## src/sarrd_consts.vh

```
// sarrd_consts.vh: shared constants of the serial readout controller
// assumes inclusion by bare name from the design files under src/
`ifndef SARRD_CONSTS_VH
`define SARRD_CONSTS_VH

// ------------------------------------------------------------------
// widths and counts
// ------------------------------------------------------------------
`define SARRD_RES_BITS        16
`define SARRD_CNT_W           5
`define SARRD_LAST_PLAIN      5'h10
`define SARRD_LAST_BUSY       5'h11
`define SARRD_FIFO_DEPTH      16
`define SARRD_FIFO_AW         4

// ------------------------------------------------------------------
// conversion timing
// ------------------------------------------------------------------
`define SARRD_CLK_PERIOD_PS   5000
`define SARRD_CONV_TIME_PS    500000
`define SARRD_CONV_CYCLES     ((`SARRD_CONV_TIME_PS) / (`SARRD_CLK_PERIOD_PS))
`define SARRD_CONV_CNT_W      8
`define SARRD_CONV_DIV        2

// ------------------------------------------------------------------
// reset values
// ------------------------------------------------------------------
`define SARRD_RST_WORD        16'h0000

`endif

```

## src/sarrd_readout.v

```verilog
// sarrd_readout.v: conversion control and serial readout of one channel
// assumes pins are asynchronous to ref_clk; shift clock much slower than ref_clk
`timescale 1ns/1ps
`include "sarrd_consts.vh"

module sarrd_readout #(
    parameter CONV_CYCLES = `SARRD_CONV_CYCLES
) (
    input  wire        ref_clk,              // system clock, 200 MHz
    input  wire        reset,                // sync reset, high
    input  wire        convert_start,        // convert-start pin
    input  wire        select_chain_input,   // select / chain input pin
    input  wire        serial_shift_clock,   // serial clock pin
    output wire        serial_result_out,    // serial output value
    output wire        serial_result_oe,     // serial output enable
    input  wire [15:0] sampleCode,           // code from the converter core
    output wire        sampleReady,          // core asked to sample
    output reg         convBusy,             // conversion running
    output reg         poweredDown,          // core powered down
    output reg         chainMode,            // latched mode, high = chain
    output reg         busyEnabled,          // latched busy indicator option
    output wire        resultValid,          // fifo holds a result
    input  wire        resultReady,          // sink takes a result
    output wire [15:0] resultData            // head result
);

    // ------------------------------------------------------------------
    // states
    // ------------------------------------------------------------------
    localparam [3:0] ST_IDLE = 4'b0001;
    localparam [3:0] ST_CONV = 4'b0010;
    localparam [3:0] ST_RDY  = 4'b0100;
    localparam [3:0] ST_SHFT = 4'b1000;

    reg  [2:0]  cnvSync_ff;
    reg  [2:0]  selSync_ff;
    reg  [2:0]  sckSync_ff;
    wire        cnvLvl;
    wire        selLvl;
    wire        sckLvl;
    wire        cnvRise;
    wire        cnvFall;
    wire        selRise;
    wire        selFall;
    wire        sckFall;
    reg  [3:0]  state_ff;
    reg  [3:0]  nxt_state;
    reg  [`SARRD_CONV_CNT_W-1:0] convCnt_ff;
    reg         divTick_ff;
    reg  [15:0] shiftReg_ff;
    reg  [`SARRD_CNT_W-1:0] bitCnt_ff;
    reg         driveOn_ff;
    reg         outBit_ff;
    reg         startBit_ff;
    reg         convDone_ff;
    wire        fifoInReady;
    wire        lastFall;
    wire        releaseNow;
    wire        bothLow;

    // ------------------------------------------------------------------
    // pin synchronisers, two stages then an edge history stage
    // ------------------------------------------------------------------
    always @(posedge ref_clk) begin
        if (reset) begin
            cnvSync_ff <= 3'h0;
            selSync_ff <= 3'h0;
            sckSync_ff <= 3'h0;
        end else begin
            cnvSync_ff <= {cnvSync_ff[1:0], convert_start};
            selSync_ff <= {selSync_ff[1:0], select_chain_input};
            sckSync_ff <= {sckSync_ff[1:0], serial_shift_clock};
        end
    end

    assign cnvLvl  = cnvSync_ff[1];
    assign selLvl  = selSync_ff[1];
    assign sckLvl  = sckSync_ff[1];
    assign cnvRise = cnvSync_ff[1] && !cnvSync_ff[2];
    assign cnvFall = !cnvSync_ff[1] && cnvSync_ff[2];
    assign selRise = selSync_ff[1] && !selSync_ff[2];
    assign selFall = !selSync_ff[1] && selSync_ff[2];
    assign sckFall = !sckSync_ff[1] && sckSync_ff[2];

    // ------------------------------------------------------------------
    // conversion clock divider and state machine
    // ------------------------------------------------------------------
    always @(posedge ref_clk) begin
        if (reset) begin
            divTick_ff <= 1'b0;
        end else begin
            divTick_ff <= !divTick_ff; // conversion clock at half rate
        end
    end

    // next state
    always @* begin
        nxt_state = state_ff;
        case (state_ff)
            ST_IDLE: begin
                if (cnvRise) begin
                    nxt_state = ST_CONV;
                end
            end
            ST_CONV: begin
                // convert-start ignored while converting
                if (divTick_ff && convCnt_ff == 0) begin
                    nxt_state = ST_RDY;
                end
            end
            ST_RDY: begin
                // a new start wins over readout, as in the start branch below
                if (cnvRise) begin
                    nxt_state = ST_CONV;
                end else if (driveOn_ff) begin
                    nxt_state = ST_SHFT;
                end
            end
            ST_SHFT: begin
                // a start cuts a frame short, chain frames included
                if (cnvRise) begin
                    nxt_state = ST_CONV;
                end else if (!driveOn_ff) begin
                    nxt_state = ST_IDLE;
                end
            end
            default: begin
                nxt_state = ST_IDLE;
            end
        endcase
    end

    // state, mode latch and conversion counter
    always @(posedge ref_clk) begin
        if (reset) begin
            state_ff    <= ST_IDLE;
            convCnt_ff  <= {`SARRD_CONV_CNT_W{1'b0}};
            chainMode   <= 1'b0;
            busyEnabled <= 1'b0;
            convBusy    <= 1'b0;
            poweredDown <= 1'b1;
            convDone_ff <= 1'b0;
        end else begin
            state_ff    <= nxt_state;
            convDone_ff <= 1'b0;
            if (cnvRise && state_ff != ST_CONV) begin
                // select level seen with convert-start; tied pins read low
                chainMode   <= !selSync_ff[2];
                busyEnabled <= !selSync_ff[2] && sckLvl;
                convCnt_ff  <= CONV_CYCLES[`SARRD_CONV_CNT_W-1:0];
                convBusy    <= 1'b1;
                poweredDown <= 1'b0;
            end else if (state_ff == ST_CONV && divTick_ff) begin
                if (convCnt_ff == 0) begin
                    convBusy    <= 1'b0;
                    poweredDown <= 1'b1;
                    convDone_ff <= 1'b1;
                    if (!chainMode) begin
                        busyEnabled <= !cnvLvl || !selLvl;
                    end
                end else begin
                    convCnt_ff <= convCnt_ff - 1'b1;
                end
            end
        end
    end

    assign sampleReady = cnvRise && state_ff != ST_CONV;

    // ------------------------------------------------------------------
    // output shifter
    // ------------------------------------------------------------------
    assign lastFall = startBit_ff ? (bitCnt_ff == `SARRD_LAST_BUSY - 1'b1)
                                  : (bitCnt_ff == `SARRD_LAST_PLAIN - 1'b1);
    assign releaseNow = !chainMode && (cnvRise || selRise);

    always @(posedge ref_clk) begin
        if (reset) begin
            shiftReg_ff <= `SARRD_RST_WORD;
            bitCnt_ff   <= {`SARRD_CNT_W{1'b0}};
            driveOn_ff  <= 1'b0;
            outBit_ff   <= 1'b0;
            startBit_ff <= 1'b0;
        end else if (cnvRise && state_ff != ST_CONV) begin
            driveOn_ff <= 1'b0;
            bitCnt_ff  <= {`SARRD_CNT_W{1'b0}};
        end else if (convDone_ff) begin
            shiftReg_ff <= sampleCode;
            bitCnt_ff   <= {`SARRD_CNT_W{1'b0}};
            startBit_ff <= busyEnabled;
            if (busyEnabled) begin
                driveOn_ff <= 1'b1;
                outBit_ff  <= chainMode;                        // start bit
            end else if (chainMode || (!cnvLvl || !selLvl)) begin
                driveOn_ff <= 1'b1;
                outBit_ff  <= sampleCode[15];
            end
        end else if (state_ff == ST_RDY && !driveOn_ff && (cnvFall || selFall)) begin
            driveOn_ff <= 1'b1;
            outBit_ff  <= shiftReg_ff[15];
        end else if (driveOn_ff && releaseNow) begin
            driveOn_ff <= 1'b0;
        end else if (driveOn_ff && sckFall) begin
            // bit held between falls, valid on both edges
            if (startBit_ff && bitCnt_ff == 0) begin
                outBit_ff <= shiftReg_ff[15];
            end else begin
                outBit_ff   <= shiftReg_ff[14];
                shiftReg_ff <= {shiftReg_ff[14:0], chainMode ? selLvl : 1'b0};
            end
            bitCnt_ff <= bitCnt_ff + 1'b1;
            if (lastFall && !chainMode) begin
                driveOn_ff <= 1'b0;
            end
        end
    end

    // pad: both pins low forces a driven low outside conversion
    assign bothLow           = !selLvl && !cnvLvl;
    assign serial_result_oe  = driveOn_ff || (bothLow && state_ff != ST_CONV);
    assign serial_result_out = (driveOn_ff && !bothLow) ? outBit_ff : 1'b0;

    // ------------------------------------------------------------------
    // result fifo
    // ------------------------------------------------------------------
    sarrd_fifo #(
        .WIDTH (`SARRD_RES_BITS),
        .DEPTH (`SARRD_FIFO_DEPTH),
        .AW    (`SARRD_FIFO_AW)
    ) u_fifo (
        .ref_clk  (ref_clk),
        .reset    (reset),
        .inValid  (convDone_ff),
        .inReady  (fifoInReady),
        .inData   (sampleCode),
        .outValid (resultValid),
        .outReady (resultReady),
        .outData  (resultData)
    );

endmodule // sarrd_readout

```

## src/sarrd_fifo.v

```verilog
// sarrd_fifo.v: small synchronous fifo for conversion results
// assumes one clock, synchronous active high reset
`timescale 1ns/1ps
`include "sarrd_consts.vh"

module sarrd_fifo #(
    parameter WIDTH = `SARRD_RES_BITS,
    parameter DEPTH = `SARRD_FIFO_DEPTH,
    parameter AW    = `SARRD_FIFO_AW
) (
    input  wire             ref_clk,   // system clock
    input  wire             reset,     // sync reset, high
    input  wire             inValid,   // write request
    output wire             inReady,   // room available
    input  wire [WIDTH-1:0] inData,    // write word
    output wire             outValid,  // word available
    input  wire             outReady,  // consumer takes word
    output reg  [WIDTH-1:0] outData    // head word
);

    reg  [WIDTH-1:0] memArr [0:DEPTH-1];
    reg  [AW:0]      wrPtr_ff;
    reg  [AW:0]      rdPtr_ff;
    wire             full;
    wire             empty;
    wire             doWr;
    wire             doRd;

    // ------------------------------------------------------------------
    // flags
    // ------------------------------------------------------------------
    assign full     = (wrPtr_ff[AW] != rdPtr_ff[AW]) &&
                      (wrPtr_ff[AW-1:0] == rdPtr_ff[AW-1:0]);
    assign empty    = (wrPtr_ff == rdPtr_ff);
    assign inReady  = !full;
    assign outValid = !empty;
    assign doWr     = inValid && !full;
    assign doRd     = outReady && !empty;

    // storage and pointers
    always @(posedge ref_clk) begin
        if (reset) begin
            wrPtr_ff <= {(AW+1){1'b0}};
            rdPtr_ff <= {(AW+1){1'b0}};
        end else begin
            if (doWr) begin
                wrPtr_ff <= wrPtr_ff + 1'b1;
            end
            if (doRd) begin
                rdPtr_ff <= rdPtr_ff + 1'b1;
            end
        end
        if (doWr) begin
            memArr[wrPtr_ff[AW-1:0]] <= inData;
        end
    end

    // head word from memory
    always @* begin
        outData = memArr[rdPtr_ff[AW-1:0]];
    end

endmodule // sarrd_fifo

```

## config.mk

```make
export PLATFORM = sky130hd
export DESIGN_NAME = sarrd_readout
export DESIGN_NICKNAME = d
export VERILOG_FILES = /design/src/sarrd_readout.v /design/src/sarrd_fifo.v
export VERILOG_INCLUDE_DIRS = /design/src /design/src/src
export SDC_FILE = /design/constraint.sdc
export NUM_CORES = 1
export LEC_CHECK = 0
export BUFFER_PORTS_ARGS = -buffer_cell sky130_fd_sc_hd__buf_2
export CORE_ASPECT_RATIO = 0.9
export CORE_MARGIN = 5
export CORE_UTILIZATION = 64
export CTS_BUF_LIST = sky130_fd_sc_hd__clkbuf_8
export CTS_CLUSTER_DIAMETER = 60
export DETAILED_ROUTE_END_ITERATION = 7
export PLACE_DENSITY = 0.84
export RECOVER_POWER = 50
export SYNTH_ARGS = -nofsm -noshare
export SYNTH_HDL_FRONTEND = slang
export SYNTH_HIERARCHICAL = 1
export SYNTH_SLANG_ARGS = --single-unit
```

## constraint.sdc

```tcl
create_clock -name ref_clk -period 2.65 [get_ports ref_clk]
set_input_delay 0.265 -clock ref_clk [delete_from_list [all_inputs] [get_ports ref_clk]]
set_output_delay 0.265 -clock ref_clk [all_outputs]
set_load 0.05 [all_outputs]
```

==> impl_results.md <==
* Status: finished with violations
* Failing checks: setup timing
* Share of synthesized registers carrying an async set or reset at 0
* R2r endpoint: u_fifo/memArr[6][11]
* Final Hold Viols at 0
* Multi-input combinational cell area at 3730 sq um
* CP max stage delay at 0.56 ns
* Clock Latency Late Sink at 0.57 ns
* Max Slew Vio Count at 0
* Fin cells at 1139
* Grt total ovfl at 0
* Initial antenna violation count at 0
* Hold Path Class: input pin to register
* Worst endpoint required time at 2.38 ns
* Worst-path clk slew at 0.06 ns
* End of the critical path: resultData[14]
* Final min period at 2.78 ns
* CTS tree: built
* Worst path slowest cell: mux4_1
* Max Root-Sink Buffers at 3
* Full die area at 23400 sq um
* Layout area overhead at 15.4%
* Routed Antenna Nets at 0
* P per Cell Area at 720 nW/um^2
* Main synth FF type: edfxtp_1
* Final Cycle Share at 1.05
* Drt first pass iters at 6
* Synth Net Count at 758
* Worst setup path class: register to primary output
* Leak Pwr at 5.01 nW
* Via density at 6.50
* RR Startpoint: u_fifo/wrPtr_ff[1]
* Hold path startpoint: reset
* Layout Skew at 0.0307 ns
* Routed vias at 7408
* Gpl congestion at 0.859
* Worst Path Arrival at 2.52 ns
* CP Cell Sequence: buf_12 -> buf_16 -> mux4_1 -> mux4_2 -> buf_6
* Yosys reg bits at 321
* Critical Path Sink Type: primary output
* Top cells by area, synth: edfxtp_1 (59%), dfxtp_1 (9.9%), mux4_2 (8.6%)
* YS warnings at 6
* Tightest Pin Transition at 1.03 ns
* Setup crit start kind: register
* Syn Inst Count at 727
* Seq/Total Area, Yosys at 0.686
* Vias in the first global route at 7733
* Routed WL at 30.1 mm
* Inserted Clock Buffers at 49
* Layout cell share with drive strength beyond 1 at 0.264
* Layout net count at 874
* Pre-CTS setup slack at 0.228 ns
* CP Depth at 5
* Synth top cells by count: edfxtp_1 (256), dfxtp_1 (65), mux4_2 (50)
* Reg2reg path depth at 5
* Count leader, synth: edfxtp_1
* First-pass GRT wire length at 45.3 mm
* Max capacitance violation total at 0
* Placed cell count at 1033
* Crit-path max FO at 9
* R2R Setup Slk at -0.07 ns
* Share of the synthesized area in the top cell type at 0.587
* Routed len/inst at 26.4 um
* Slew headroom at 0.317
* DIE WIDTH at 161 um
* Core Util, Final at 0.754
* IO Port Bufs at 45
* Die height at 146 um
* H-tree depth at 2
* Worst Setup Slack, final at -0.132 ns
* Dpl hpwl at 17.4 mm
* Starting Density at 0.654
* Pin count of the biggest net entering global routing at 31
* GRT Total Usage at 0.256
* Sequential cell area at 8990 sq um
* Post-synth cell types at 60
* Fmax at 0.359 GHz
* Buf/Inv on CP at 3
* Family with the most delay on the worst path: multiplexers
* Detailed Route Iter0 Violations at 835
* Fillers at 1073
* Post-synthesis area per instance at 18.0 sq um
* Peak supply drop at 393 uV
* # IOs at 46
* Clk sink count at 321
* Remaining DRCs at 0
* Antenna cells at 0
* Rows at 49
* EDFF count, synth at 256
* Root Buffer Master: clkbuf_8
* Final Hold Slack at 0.124 ns
* RSZ-0062 raised after global routing: true
* Largest area contributor in the netlist: edfxtp_1
* Cell Area, Synth at 13100 sq um
* Final Setup Violations at 48
* Core area at 20000 sq um
## layout by cell type, fill, tap and decap left out, types with 8 or more instances in the layout
master	count
a211oi_1	17
a21oi_1	34
and3_1	16
buf_2	9
buf_4	39
buf_6	15
clkbuf_1	21
clkbuf_8	57
clkinv_2	8
dfxtp_1	63
edfxtp_1	256
ha_1	9
inv_1	31
mux2i_1	22
mux4_1	14
mux4_2	66
nand2_1	17
nor2_1	37
nor2b_1	17
xnor2_1	12
## worst min path at each step
stage	endpoint	slack, ns	cells after the start
6_report	startBit_ff	0.12	2
4_1_cts	u_fifo/memArr[9][5]	0.06	1
3_3_place_gp	sckSync_ff[1]	0.42	1
5_1_grt	startBit_ff	0.14	2
2_1_floorplan	sckSync_ff[2]	0.35	1
3_5_place_dp	cnvSync_ff[1]	0.44	1
## what timing repair did
item | in CTS | in global routing
setup endpoints to repair | 16 | 16
hold buffers | 3 | 0
gates resized for setup | 54 | 8
cloned | 3 | 3
buffers inserted | 5 | 0
hold endpoints to repair | 3 | 0
## per-stage QoR
stage,area (sq um),total power [mW],setup TNS (ns)
2_1_floorplan,13100,6.28,0
3_3_place_gp,13800,6.47,0
3_5_place_dp,13800,6.50,0
4_1_cts,15100,10.9,-1.96
5_1_grt,15100,11.3,-6.08
6_report,15100,10.9,-2.73
## flip-flops by register name, summed over array words and instances, names as in the netlist, 3 cells and up, named ones only
signal	flops
convCnt_ff	8
cnvSync_ff	3
sckSync_ff	3
state_ff	4
selSync_ff	3
bitCnt_ff	5
u_fifo/memArr	256
u_fifo/wrPtr_ff	5
u_fifo/rdPtr_ff	5
shiftReg_ff	16
## where the power goes
part | total (mW) | leakage (nW) | internal (mW) | switching, mW
registers | 5.51 | 2.83 | 5.47 | 0.0424
clock network | 4.27 | 0.598 | 2.37 | 1.90
logic | 1.11 | 1.58 | 0.525 | 0.581
total | 10.9 | 5.01 | 8.36 | 2.53
## cells by family after synthesis
| kind of cell | count (synthesis) | synth area share |
|---|---|---|
| simple gates | 136 | 0.0600 |
| flops | 321 | 0.686 |
| buf+inv | 55 | 0.0228 |
| fa+ha+maj | 9 | 0.00859 |
| compound gates | 79 | 0.0416 |
| mux | 109 | 0.169 |
| xor+xnor | 18 | 0.0120 |
## routing by layer
layer / vias up / global-route usage / wire (um)
met5: - / 0 / 0
met4: 0 / 0.0938 / 1080
met3: 78 / 0.0481 / 2620
met2: 427 / 0.443 / 15600
met1: 3726 / 0.329 / 10800
li1: 3177 / - / -
## cell type report
cell class / instances / area share
sequential: 321 / 0.595
multi-input combinational: 351 / 0.247
timing repair buffer: 103 / 0.0644
clock inverter: 35 / 0.0171
tap: 255 / 0.0211
clock buffer: 57 / 0.0519
inverter: 17 / 0.00438
No activity file was read; power rests on OpenSTA's default activity.
